### src/rtl/drc_pkg.sv
/*
  Shared constants and types for the transfer request and bus cycle controller.
  Assumes a single 250 MHz clock domain and a plain register port.
*/
package drc_pkg;

    // ------------------------------------------------------------
    // Geometry
    // ------------------------------------------------------------
    localparam int DRC_NCH     = 4;
    localparam int DRC_DW      = 32;
    localparam int DRC_AW      = 8;
    localparam int DRC_FIFO_D  = 8;
    localparam int DRC_BSZ_W   = 16;

    // ------------------------------------------------------------
    // Register map: channel in addr[6:5], index in addr[4:2]
    // ------------------------------------------------------------
    localparam int         DRC_CH_LSB  = 5;
    localparam int         DRC_IDX_LSB = 2;
    localparam logic [2:0] DRC_IDX_CTRL = 3'h0;
    localparam logic [2:0] DRC_IDX_SRC  = 3'h1;
    localparam logic [2:0] DRC_IDX_DST  = 3'h2;
    localparam logic [2:0] DRC_IDX_CNT  = 3'h3;
    localparam logic [2:0] DRC_IDX_BSZ  = 3'h4;

    // Read-only status bits above the control field
    localparam int DRC_ACT_BIT  = 11;
    localparam int DRC_PEND_BIT = 12;

    // ------------------------------------------------------------
    // Unit sizes
    // ------------------------------------------------------------
    localparam logic [1:0]  DRC_SZ_BYTE = 2'h0;
    localparam logic [1:0]  DRC_SZ_WORD = 2'h1;
    localparam logic [31:0] DRC_STEP_B  = 32'h1;
    localparam logic [31:0] DRC_STEP_W  = 32'h2;
    localparam logic [31:0] DRC_STEP_L  = 32'h4;

    // ------------------------------------------------------------
    // Types
    // ------------------------------------------------------------
    typedef struct packed {
        logic [1:0] size;
        logic       transfer_end_pin_en;
        logic       dir_wr;
        logic       single;
        logic       block;
        logic       burst;
        logic       edge_mode;
        logic       pin_en;
        logic       next_request_delay_bit;
        logic       channel_enable_bit;
    } drc_ctrl_type;

    localparam drc_ctrl_type DRC_CTRL_RST = 11'h000;

    typedef struct packed {
        logic        req;
        logic        we;
        logic [1:0]  size;
        logic [31:0] addr;
    } drc_mem_type;

    typedef enum logic [3:0] {
        DRC_IDLE  = 4'b0001,
        DRC_READ  = 4'b0010,
        DRC_WRITE = 4'b0100,
        DRC_REL   = 4'b1000
    } drc_state_type;

endpackage

### src/rtl/drc_top.sv
/*
  Transfer request sampling, channel arbitration and bus cycle sequencing,
  plus the data FIFO module it uses.
  Assumes memory acknowledges on the same clock and request pins are asynchronous.
*/
// Implementation choices: the register addresses and the plain strobed port.
// How it works
// - Cycle-steal mode releases the bus after every single unit.
// - Burst mode keeps transferring units back to back until the end.
// - A running burst or block is never preempted by higher channels.
// - Block mode moves a whole block per request, then releases.
// - Request pin is sampled every cycle from the edge after enabling.
// - Low sampled pin with pin triggering enabled latches a pending request.
// - Activating the channel clears its pending request.
// - Edge mode needs a high level seen before a new low counts.
// - Dual edge mode: high must be seen after activation, before or after write end, for next request.
// - Dual level mode: acceptance resumes after the write cycle finishes.
// - Delay bit set postpones request acceptance by one extra cycle.
// - Single-address mode moves one unit per request, then releases bus.
// - Single edge mode: high must be seen after activation, before or after the single cycle ends.
// - Single level mode: acceptance resumes after the single cycle completes.
// - Single mode with delay bit adds one ignore cycle after completion.
// - Dual mode reads then writes with no bus release between them.
// - Fixed priority: channel 0 highest, then 1, 2, 3.
`timescale 1ns/1ns

module drc_fifo
#(
    parameter int WIDTH = 32,
    parameter int DEPTH = 8
)
(
    input  wire logic             clock_i,
    input  wire logic             reset_i,
    input  wire logic             in_valid_i,
    output logic                  in_ready_o,
    input  wire logic [WIDTH-1:0] in_data_i,
    output logic                  out_valid_o,
    input  wire logic             out_ready_i,
    output logic [WIDTH-1:0]      out_data_o
);
    localparam int PW = $clog2(DEPTH);

    logic [WIDTH-1:0] mem_reg [DEPTH];
    logic [PW-1:0]    wr_ptr_reg;
    logic [PW-1:0]    rd_ptr_reg;
    logic [PW:0]      count_reg;
    logic             push;
    logic             pop;

    assign in_ready_o  = (count_reg != (PW+1)'(DEPTH));
    assign out_valid_o = (count_reg != '0);
    assign out_data_o  = mem_reg[rd_ptr_reg];
    assign push        = in_valid_i & in_ready_o;
    assign pop         = out_valid_o & out_ready_i;

    always_ff @(posedge clock_i)
    begin
        if (push)
        begin
            mem_reg[wr_ptr_reg] <= in_data_i;
        end
    end

    always_ff @(posedge clock_i)
    begin
        if (reset_i)
        begin
            wr_ptr_reg <= '0;
            rd_ptr_reg <= '0;
            count_reg  <= '0;
        end
        else
        begin
            if (push)
            begin
                wr_ptr_reg <= (wr_ptr_reg == PW'(DEPTH-1)) ? '0 : wr_ptr_reg + 1'b1;
            end
            if (pop)
            begin
                rd_ptr_reg <= (rd_ptr_reg == PW'(DEPTH-1)) ? '0 : rd_ptr_reg + 1'b1;
            end
            count_reg <= count_reg + (PW+1)'(push) - (PW+1)'(pop);
        end
    end
endmodule

module drc_top
    import drc_pkg::*;
#(
    parameter int NCH    = DRC_NCH,
    parameter int FIFO_D = DRC_FIFO_D
)
(
    input  wire logic              clock_i,
    input  wire logic              reset_i,
    input  wire logic [DRC_AW-1:0] reg_addr_i,
    input  wire logic [DRC_DW-1:0] reg_wdata_i,
    input  wire logic              reg_wr_i,
    input  wire logic              reg_rd_i,
    output logic [DRC_DW-1:0]      reg_rdata_o,
    input  wire logic [NCH-1:0]    dma_request_pin_n_i,
    output logic [NCH-1:0]         transfer_end_pin_n_o,
    output logic [NCH-1:0]         dack_o,
    output drc_mem_type            mem_o,
    output logic [DRC_DW-1:0]      mem_wdata_o,
    input  wire logic [DRC_DW-1:0] mem_rdata_i,
    input  wire logic              mem_ack_i,
    output logic                   bus_busy_o,
    input  wire logic              pin_in_valid_i,
    output logic                   pin_in_ready_o,
    input  wire logic [DRC_DW-1:0] pin_in_data_i,
    output logic                   pin_out_valid_o,
    input  wire logic              pin_out_ready_i,
    output logic [DRC_DW-1:0]      pin_out_data_o
);

    // ------------------------------------------------------------
    // Helpers
    // ------------------------------------------------------------
    function automatic logic [1:0] first_set(input logic [NCH-1:0] v);
        logic [1:0] r;
        r = '0;
        for (int i = NCH-1; i >= 0; i--)
        begin
            if (v[i])
            begin
                r = 2'(i);
            end
        end
        return r;
    endfunction

    function automatic logic [31:0] size_step(input logic [1:0] s);
        logic [31:0] r;
        case (s)
            DRC_SZ_BYTE: r = DRC_STEP_B;
            DRC_SZ_WORD: r = DRC_STEP_W;
            default:     r = DRC_STEP_L;
        endcase
        return r;
    endfunction

    // ------------------------------------------------------------
    // State
    // ------------------------------------------------------------
    drc_ctrl_type         ctrl_reg [NCH];
    logic [31:0]          src_reg [NCH];
    logic [31:0]          dst_reg [NCH];
    logic [31:0]          cnt_reg [NCH];
    logic [DRC_BSZ_W-1:0] bsz_reg [NCH];
    logic [NCH-1:0]       sync1_reg;
    logic [NCH-1:0]       sync2_reg;
    logic [NCH-1:0]       pend_reg;
    logic [NCH-1:0]       arm_reg;
    logic [NCH-1:0]       hi_reg;
    logic [NCH-1:0]       dly_reg;
    drc_state_type        state_reg;
    drc_state_type        state_next;
    logic [1:0]           chan_reg;
    logic [DRC_BSZ_W-1:0] blk_left_reg;
    logic [DRC_DW-1:0]    rdata_reg;

    // ------------------------------------------------------------
    // Decode and current-channel view
    // ------------------------------------------------------------
    logic [1:0]     wr_ch;
    logic [2:0]     wr_idx;
    logic [NCH-1:0] req;
    logic [NCH-1:0] act;
    logic [NCH-1:0] fin;
    logic [NCH-1:0] en_wr;
    drc_ctrl_type   cur;
    logic [31:0]    step;
    logic [31:0]    cur_cnt;
    logic           busy;
    logic           last;
    logic           unit_done;
    logic           cont;
    logic           start_wr;
    logic           fifo_in_valid;
    logic           fifo_in_ready;
    logic [31:0]    fifo_in_data;
    logic           fifo_out_valid;
    logic           fifo_out_ready;
    logic [31:0]    fifo_out_data;
    logic           dual_busy;
    logic           out_en;

    assign wr_ch   = reg_addr_i[DRC_CH_LSB +: 2];
    assign wr_idx  = reg_addr_i[DRC_IDX_LSB +: 3];
    assign cur     = ctrl_reg[chan_reg];
    assign step    = size_step(cur.size);
    assign cur_cnt = cnt_reg[chan_reg];
    assign busy    = (state_reg == DRC_READ) | (state_reg == DRC_WRITE);
    // Count of zero means uncounted, so it never ends the transfer
    assign last     = (cur_cnt != '0) & (cur_cnt <= step);
    assign start_wr = cur.single & cur.dir_wr;
    // A unit ends on the write ack, or on the read ack in single read
    assign unit_done = mem_ack_i & ((state_reg == DRC_WRITE) |
                       ((state_reg == DRC_READ) & cur.single));
    // Block keeps going to its end even after enable is cleared
    // Single address never chains units, whatever burst or block say
    assign cont = ~last & ~cur.single & ((cur.block & (blk_left_reg > DRC_BSZ_W'(1))) |
                  (cur.burst & ~cur.block & cur.channel_enable_bit));

    always_comb
    begin
        for (int c = 0; c < NCH; c++)
        begin
            req[c]   = ctrl_reg[c].channel_enable_bit & (ctrl_reg[c].pin_en ? pend_reg[c] : 1'b1);
            act[c]   = (state_reg == DRC_IDLE) & (|req) & (first_set(req) == 2'(c));
            fin[c]   = unit_done & (chan_reg == 2'(c));
            en_wr[c] = reg_wr_i & (wr_idx == DRC_IDX_CTRL) & (wr_ch == 2'(c));
        end
    end

    // ------------------------------------------------------------
    // Bus cycle sequencer
    // ------------------------------------------------------------
    always_comb
    begin
        state_next = state_reg;
        case (state_reg)
            DRC_IDLE:
            begin
                if (|req)
                begin
                    state_next = (ctrl_reg[first_set(req)].single & ctrl_reg[first_set(req)].dir_wr)
                                 ? DRC_WRITE : DRC_READ;
                end
            end
            DRC_READ:
            begin
                if (mem_ack_i & ~cur.single)
                begin
                    state_next = DRC_WRITE;
                end
                else if (unit_done)
                begin
                    state_next = cont ? DRC_READ : DRC_REL;
                end
            end
            DRC_WRITE:
            begin
                if (unit_done)
                begin
                    // Channel stays locked while continuing
                    state_next = cont ? (start_wr ? DRC_WRITE : DRC_READ) : DRC_REL;
                end
            end
            DRC_REL:    state_next = DRC_IDLE;
            default:    state_next = DRC_IDLE;
        endcase
    end

    always_ff @(posedge clock_i)
    begin
        if (reset_i)
        begin
            state_reg <= DRC_IDLE;
        end
        else
        begin
            state_reg <= state_next;
        end
    end

    always_ff @(posedge clock_i)
    begin
        if (reset_i)
        begin
            chan_reg     <= '0;
            blk_left_reg <= '0;
        end
        else if (state_reg == DRC_IDLE)
        begin
            if (|req)
            begin
                chan_reg     <= first_set(req);
                blk_left_reg <= bsz_reg[first_set(req)];
            end
        end
        else if (unit_done)
        begin
            blk_left_reg <= blk_left_reg - DRC_BSZ_W'(1);
        end
    end

    // ------------------------------------------------------------
    // Request pin sampling
    // ------------------------------------------------------------
    always_ff @(posedge clock_i)
    begin
        if (reset_i)
        begin
            sync1_reg <= '1;
            sync2_reg <= '1;
        end
        else
        begin
            sync1_reg <= dma_request_pin_n_i;
            sync2_reg <= sync1_reg;
        end
    end

    // Latching disarms, so the still-low pin cannot re-latch at activation
    always_ff @(posedge clock_i)
    begin
        if (reset_i)
        begin
            pend_reg <= '0;
            arm_reg  <= '0;
            hi_reg   <= '0;
            dly_reg  <= '0;
        end
        else
        begin
            for (int c = 0; c < NCH; c++)
            begin
                if (en_wr[c] & reg_wdata_i[0] & ~ctrl_reg[c].channel_enable_bit)
                begin
                    pend_reg[c] <= 1'b0;
                    arm_reg[c]  <= 1'b1;
                    hi_reg[c]   <= 1'b1;
                    dly_reg[c]  <= 1'b0;
                end
                else if (~ctrl_reg[c].channel_enable_bit)
                begin
                    pend_reg[c] <= 1'b0;
                end
                else
                begin
                    if (ctrl_reg[c].pin_en & arm_reg[c] & ~sync2_reg[c] &
                        (~ctrl_reg[c].edge_mode | hi_reg[c]))
                    begin
                        pend_reg[c] <= 1'b1;
                        arm_reg[c]  <= 1'b0;
                        hi_reg[c]   <= 1'b0;
                    end
                    else if (act[c])
                    begin
                        pend_reg[c] <= 1'b0;
                        hi_reg[c]   <= 1'b0;
                    end
                    else if (sync2_reg[c])
                    begin
                        hi_reg[c] <= 1'b1;
                    end
                    if (fin[c])
                    begin
                        // Resume point is the write or single cycle end
                        arm_reg[c] <= ~ctrl_reg[c].next_request_delay_bit;
                        dly_reg[c] <= ctrl_reg[c].next_request_delay_bit;
                    end
                    else if (dly_reg[c])
                    begin
                        arm_reg[c] <= 1'b1;
                        dly_reg[c] <= 1'b0;
                    end
                end
            end
        end
    end

    // ------------------------------------------------------------
    // Channel registers
    // ------------------------------------------------------------
    always_ff @(posedge clock_i)
    begin
        if (reset_i)
        begin
            for (int c = 0; c < NCH; c++)
            begin
                ctrl_reg[c] <= DRC_CTRL_RST;
            end
        end
        else
        begin
            for (int c = 0; c < NCH; c++)
            begin
                // Software write wins over the hardware clear
                if (en_wr[c])
                begin
                    ctrl_reg[c] <= drc_ctrl_type'(reg_wdata_i[DRC_ACT_BIT-1:0]);
                end
                else if (fin[c] & last)
                begin
                    ctrl_reg[c].channel_enable_bit <= 1'b0;
                end
            end
        end
    end

    always_ff @(posedge clock_i)
    begin
        if (reset_i)
        begin
            for (int c = 0; c < NCH; c++)
            begin
                src_reg[c] <= '0;
                dst_reg[c] <= '0;
                cnt_reg[c] <= '0;
                bsz_reg[c] <= '0;
            end
        end
        else
        begin
            for (int c = 0; c < NCH; c++)
            begin
                if (reg_wr_i & (wr_ch == 2'(c)))
                begin
                    if (wr_idx == DRC_IDX_SRC) src_reg[c] <= reg_wdata_i;
                    if (wr_idx == DRC_IDX_DST) dst_reg[c] <= reg_wdata_i;
                    if (wr_idx == DRC_IDX_CNT) cnt_reg[c] <= reg_wdata_i;
                    if (wr_idx == DRC_IDX_BSZ) bsz_reg[c] <= reg_wdata_i[DRC_BSZ_W-1:0];
                end
                else if (mem_ack_i & busy & (chan_reg == 2'(c)))
                begin
                    if (state_reg == DRC_READ) src_reg[c] <= src_reg[c] + step;
                    if (state_reg == DRC_WRITE) dst_reg[c] <= dst_reg[c] + step;
                    if (unit_done & (cnt_reg[c] != '0))
                    begin
                        cnt_reg[c] <= last ? '0 : cnt_reg[c] - step;
                    end
                end
            end
        end
    end

    always_ff @(posedge clock_i)
    begin
        if (reset_i)
        begin
            rdata_reg <= '0;
        end
        else if (reg_rd_i)
        begin
            case (wr_idx)
                DRC_IDX_CTRL:
                begin
                    rdata_reg <= '0;
                    rdata_reg[DRC_ACT_BIT-1:0] <= ctrl_reg[wr_ch];
                    rdata_reg[DRC_ACT_BIT]     <= busy & (chan_reg == wr_ch);
                    rdata_reg[DRC_PEND_BIT]    <= pend_reg[wr_ch];
                end
                DRC_IDX_SRC: rdata_reg <= src_reg[wr_ch];
                DRC_IDX_DST: rdata_reg <= dst_reg[wr_ch];
                DRC_IDX_CNT: rdata_reg <= cnt_reg[wr_ch];
                DRC_IDX_BSZ: rdata_reg <= 32'(bsz_reg[wr_ch]);
                default:     rdata_reg <= '0;
            endcase
        end
        else
        begin
            rdata_reg <= '0;
        end
    end

    assign reg_rdata_o = rdata_reg;

    // ------------------------------------------------------------
    // Data path
    // ------------------------------------------------------------
    // Peripheral stream is kept off the FIFO while a dual transfer owns it
    assign dual_busy = busy & ~cur.single;
    assign out_en    = ~dual_busy & ~(busy & start_wr);

    assign fifo_in_valid   = ((state_reg == DRC_READ) & mem_ack_i) | (~dual_busy & (state_reg != DRC_READ) & pin_in_valid_i);
    assign fifo_in_data    = (state_reg == DRC_READ) ? mem_rdata_i : pin_in_data_i;
    assign pin_in_ready_o  = fifo_in_ready & ~dual_busy & (state_reg != DRC_READ);
    assign fifo_out_ready  = ((state_reg == DRC_WRITE) & mem_ack_i) | (out_en & pin_out_ready_i);
    assign pin_out_valid_o = fifo_out_valid & out_en;
    assign pin_out_data_o  = fifo_out_data;
    assign mem_wdata_o     = fifo_out_data;

    drc_fifo
    #(
        .WIDTH (DRC_DW),
        .DEPTH (FIFO_D)
    )
    u_fifo
    (
        .clock_i     (clock_i),
        .reset_i     (reset_i),
        .in_valid_i  (fifo_in_valid),
        .in_ready_o  (fifo_in_ready),
        .in_data_i   (fifo_in_data),
        .out_valid_o (fifo_out_valid),
        .out_ready_i (fifo_out_ready),
        .out_data_o  (fifo_out_data)
    );

    // ------------------------------------------------------------
    // Bus and pin outputs
    // ------------------------------------------------------------
    // Read waits for FIFO room, write for FIFO data: back-pressure to memory
    assign mem_o.req  = ((state_reg == DRC_READ) & fifo_in_ready) | ((state_reg == DRC_WRITE) & fifo_out_valid);
    assign mem_o.we   = (state_reg == DRC_WRITE);
    assign mem_o.size = cur.size;
    assign mem_o.addr = (state_reg == DRC_WRITE) ? dst_reg[chan_reg] : src_reg[chan_reg];
    assign bus_busy_o = busy;

    always_comb
    begin
        for (int c = 0; c < NCH; c++)
        begin
            dack_o[c] = busy & cur.single & (chan_reg == 2'(c));
            transfer_end_pin_n_o[c] = ~(busy & last & cur.transfer_end_pin_en & (chan_reg == 2'(c)));
        end
    end

endmodule

### config.mk
export PLATFORM = sky130hd
export DESIGN_NAME = drc_top
export DESIGN_NICKNAME = d
export VERILOG_FILES = /design/src/rtl/drc_pkg.sv /design/src/rtl/drc_top.sv
export SDC_FILE = /design/constraint.sdc
export NUM_CORES = 2
export LEC_CHECK = 0
export ABC_CLOCK_PERIOD_IN_PS = 10790
export BUFFER_PORTS_ARGS = -buffer_cell sky130_fd_sc_hd__clkbuf_2
export CORE_ASPECT_RATIO = 1.5
export CORE_MARGIN = 3
export CORE_UTILIZATION = 60
export CTS_BUF_LIST = sky130_fd_sc_hd__clkbuf_2
export CTS_CLUSTER_DIAMETER = 30
export DETAILED_ROUTE_END_ITERATION = 16
export GPL_TIMING_DRIVEN = 0
export PLACE_DENSITY = 0.78
export SETUP_SLACK_MARGIN = 0.02
export SKIP_CTS_REPAIR_TIMING = 1
export SLEW_MARGIN = 20
export SYNTH_ARGS = -nofsm -noshare
export SYNTH_HDL_FRONTEND = slang
export SYNTH_SLANG_ARGS = --single-unit
### constraint.sdc
create_clock -name clock_i -period 10.79 [get_ports clock_i]
set_clock_uncertainty 0.1 [all_clocks]
set_input_delay 0.5395 -clock clock_i [delete_from_list [all_inputs] [get_ports clock_i]]
set_output_delay 0.5395 -clock clock_i [all_outputs]
set_load 0.01 [all_outputs]
**After elaboration in Yosys (flattened, before gate mapping)**

Memory sizes are Yosys's and may differ from the RTL's. A register that Yosys moved wholly into a read port is not among the register bits.
Index checks and enable logic that the tools add are counted.

- RAM bits: 748
- Word-level logic and storage cells: 561
- Register bits: 88
- Memories: 6

Memories:

| name | depth | bits a word | read ports | clocked after memory_dff | write ports | line | text |
|---|---|---|---|---|---|---|---|
| u_fifo.mem_reg | 8 | 32 | 1 | 1 | 1 | drc_top.sv:44 | `logic [WIDTH-1:0] mem_reg [DEPTH];` |
| cnt_reg | 4 | 32 | 6 | 1 | 4 | drc_top.sv:150 | `logic [31:0] cnt_reg [NCH];` |
| dst_reg | 4 | 32 | 6 | 1 | 4 | drc_top.sv:149 | `logic [31:0] dst_reg [NCH];` |
| src_reg | 4 | 32 | 6 | 1 | 4 | drc_top.sv:148 | `logic [31:0] src_reg [NCH];` |
| bsz_reg | 4 | 16 | 2 | 0 | 4 | drc_top.sv:151 | `logic [DRC_BSZ_W-1:0] bsz_reg [NCH];` |
| ctrl_reg | 4 | 11 | 7 | 1 | 4 | drc_top.sv:147 | `drc_ctrl_type ctrl_reg [NCH];` |

- Bitwise logic cells: 165
- Reduce and logical (&&, ||, !) cells: 49
- Muxes and demuxes: 271
- $lt $le $gt $ge: 3
- Equality and inequality tests: 25
- $add $sub $neg: 17

Operators by type and width:

| operator | number |
|---|---|
| 2-to-1 mux 32 bit | 30 |
| adder 32 bit | 8 |
| 2-to-1 mux 1 bit | 199 |
| case mux 32 bit (5 select lines) | 1 |
| nonzero test 32 bit | 5 |
| subtractor 32 bit | 4 |
| 2-to-1 mux 16 bit | 7 |
| bitwise AND 1 bit | 93 |
| bitwise OR 1 bit | 46 |
| 2-to-1 mux 11 bit | 4 |
| nonzero test 4 bit | 9 |
| less-or-equal comparator 32 bit | 1 |
| 2-to-1 mux 2 bit | 15 |
| NOT 1 bit | 26 |
| 2-to-1 mux 4 bit | 6 |
| AND reduction 2 bit | 10 |
| 2-to-1 mux 3 bit | 6 |
| nonzero test 2 bit | 9 |
| greater-than comparator 16 x 1 -> 1 bit, second input constant | 1 |
| subtractor 16 x 1 -> 16 bit, second input constant | 1 |
| equality test 2 bit, second input constant | 6 |
| case mux 4 bit (3 select lines) | 1 |
| OR reduction 3 bit | 4 |
| OR reduction 2 bit | 5 |
| 23 further kinds | 33 |

**Logic depth before layout (Yosys ltp)**

An unclocked memory read counts as a cell.

- Depth after elaboration: 14
- Mapped depth: 15

**Cells and area by module**

From an unflattened synthesis, not the netlist that was laid out.

- Cell total of the unflattened synthesis: 4266
- Area total of the unflattened synthesis: 48886.9 um2

By module, submodules not included:

| module | area an instance (um2) | cells each | times used |
|---|---|---|---|
| drc_top | 38404.3 | 3820 | 1 |
| drc_fifo | 10482.6 | 446 | 1 |

**Worst setup path after synthesis**

Ideal clock, no wire load.

- Kind: input to register
- Start: input reg_addr_i[5]
- End: memory dst_reg[3][0] (enable)
- Cell stages on the path: 6
- Library setup time: 533 ps
- Setup slack: 4611 ps
- Arrival time: 5545 ps
- Path buffers: 4
- Path through: buf_2 -> buf_4 -> buf_4 -> buf_2 -> nand3_1 -> o311ai_0

RTL lines:

| what | line | text |
|---|---|---|
| from (decl) | drc_top.sv:97 | `input wire logic [DRC_AW-1:0] reg_addr_i,` |
| to (decl) | drc_top.sv:149 |  |

==> metrics.txt <==
global-route wire length before repair=247700 um; fin nets=5141; worst-margin pin slew=1.236 ns; Routability Congestion=1.086; Worst slew margin=17.61%; vias in the first global route=39240; drt total wl=179400 um; row count=126; Initial Utilization=61.02%; IO Pins=258; Most used DFF post-synth=edfxtp_1; clk_lat worst skew=1.71 ns; worst setup path class=flop to output port; H-tree depth=4; Pleak=19.06 nW; die footprint=0.08416 mm^2; DRC=0; Clock Pin Slew Worst Setup and Hold Paths=0.13 ns; Die H=353.8 um; dpl cell area=0.05151 mm^2; Hold Slack=0.07199 ns; syn nets=4440; status=finished, final reports clean; worst IR drop on VDD=120.4 uV; period utilization=80.45%; Port Buffers=242; DP Worst Slack=4.086 ns; Max stage delay on crit path=0.78 ns; CP Max Fanout=18; CP max stage cell=clkbuf_1; Syn Inst Count=4261; Max Cap Viol=0; Vias=41550; element type at the critical path end=output port; Die X-Extent=237.9 um; Unique masters post-synth=82; Async SR Flop Fraction=0%; dpl hpwl=128100 um; CTS Buffer Depth=3; Total GRT Usage=40.57%; CP startpoint kind=flop; worst hold path type=input pin to flop; total CTS buffers=193; crit path DAT=8.04 ns; Core ar.=0.07930 mm^2; Post-DRT Antenna Nets=0; Seq/Total Area, Yosys=50.27%; final setup fails=0; max-slew violations=0; Final WS setup=2.109 ns; WL per Instance=29.07 um; area delta synth->final=14.76%; First-pass DRT Iterations=8; layout cells sized above 1=21.56%; CTS sink count=841; RSZ-0062 raised after global routing=false; CTS tree=built; synthesized area=0.04839 mm^2; commonest non-fill, non-tap cell in the layout=edfxtp_1; Design Area, Final=0.05553 mm^2; antenna violations before repair=18; Filler cells=5678; setup tns final=0 ns; total gr overflow=0; power per cell area=143.6 mW/mm^2; Synth Register Bits=841; highest clock rate=115.2 MHz; fin crit period=8.681 ns; root buffer cell=clkbuf_2; detail-routed via count per cell=6.735; warnings from Yosys=0; CP required=10.15 ns; largest net degree at the start of global routing=33; Post-synth EDFFs=748; CP Cell Sequence=buf_2 -> clkbuf_1 -> clkbuf_1 -> mux4_2 -> inv_1 -> nand2_2 -> ha_1 -> nor2b_1 -> o21a_1 -> o21ai_0 -> nand4_1 -> o21ai_2 -> nand4_1 -> clkbuf_2; most frequent cells in the layout=edfxtp_1, nand2_1, clkbuf_2, o21ai_0, mux4_2; mean post-synth cell area=11.36 um^2; DR iter-0 viols=5480; max FFs per register=256; final hold violation count=0
layer usage:
metal	GRT usage (%)	wire (um)	up-vias
li1	-	-	17320
met1	43.57	54870	19660
met2	63.86	82610	3476
met3	12.27	20780	1087
met4	37.74	21040	8
met5	0	59	-
power by group:
group | internal [mW] | switching (mW)
logic | 0.806 | 1.13
clock network | 0.752 | 1.40
registers | 3.73 | 0.158
total | 5.29 | 2.69
cells by family (layout without fill, tap and decap cells):
group	Yosys count	after routing	share of synthesized area (%)
compound gates	667	667	8.270
xor+xnor	359	359	6.498
fa+ha+maj	64	64	1.857
buf+inv	381	1240	3.336
flops	841	841	50.27
mux	344	344	14.09
other cells	0	25	0
simple gates	1605	1605	15.69
stage by stage:
| stage | power (mW) | std cells | utilization, % |
|---|---|---|---|
| CTS | 7.769 | 5931 | 67.22 |
| global placement | 5.639 | 5527 | 64.16 |
| floorplan | 5.037 | 4261 | - |
| finish | 7.974 | 6169 | 70.03 |
| detailed placement | 5.702 | 5578 | 64.95 |
| global route | 8.223 | 6154 | 69.98 |
critical path: cells and delay by family (launching register included):
kind                       cells  cell delay, ns
AOI/OAI and AO/OA              3            1.10
adders and majority gates      1            0.49
buffers and inverters          5            2.43
DFF                            1            0.54
muxes                          1            0.47
and+or+nand+nor                4            1.34
worst paths after layout:
check / startpoint / to / slack, ns / depth (start not counted)
min reg2reg: sync1_reg[2]$_SDFF_PP1_ / sync2_reg[2]$_SDFF_PP1_ / 0.33 / 1
max reg2reg: flop / src_reg[2][31]$_SDFFCE_PN0P_ / 3.56 / 16
max: flop / transfer_end_pin_n_o[3] / 2.11 / 14
min: reg_wdata_i[8] / dst_reg[2][8]$_SDFFCE_PN0P_ / 0.07 / 4
cell type report:
| type | instances | area (um^2) | share of cell area [%] |
|---|---|---|---|
| tap | 1024 | 1281 | 2.307 |
| timing repair buffer | 506 | 3855 | 6.942 |
| buffer | 302 | 1325 | 2.386 |
| clock buffer | 282 | 1411 | 2.542 |
| inverter | 79 | 296.5 | 0.5340 |
| sequential | 841 | 24320 | 43.80 |
| antenna | 25 | 62.56 | 0.1127 |
| multi-input combinational | 3039 | 22590 | 40.67 |
| clock inverter | 71 | 389.1 | 0.7008 |
Yosys cell counts, types with 16 or more instances:
library cell,n,area share (%)
nor2b_1,30,0.39
a211oi_1,20,0.31
dfxtp_1,93,3.8
nor4_1,54,0.70
buf_4,38,0.59
and3_1,30,0.39
a21o_1,19,0.29
edfxtp_1,748,46
nand4_1,49,0.63
and4_1,16,0.29
inv_1,79,0.61
ha_1,51,1.3
a22oi_1,49,0.76
or3_1,37,0.48
or2_2,28,0.36
mux2_2,75,1.7
nand2_1,708,5.5
xor2_1,139,2.5
buf_2,33,0.34
o21ai_1,70,0.72
a221oi_1,19,0.34
or4_1,21,0.33
nor3_1,96,0.99
buf_1,28,0.22
clkbuf_1,203,1.6
nor2_1,244,1.9
xnor2_1,220,4.0
o21ai_0,339,3.5
and2_1,116,1.5
mux4_2,262,12
nand3_1,107,1.1
nand2b_1,23,0.30
a21oi_1,53,0.55
Note: power is estimated with default switching activity, not from simulation.
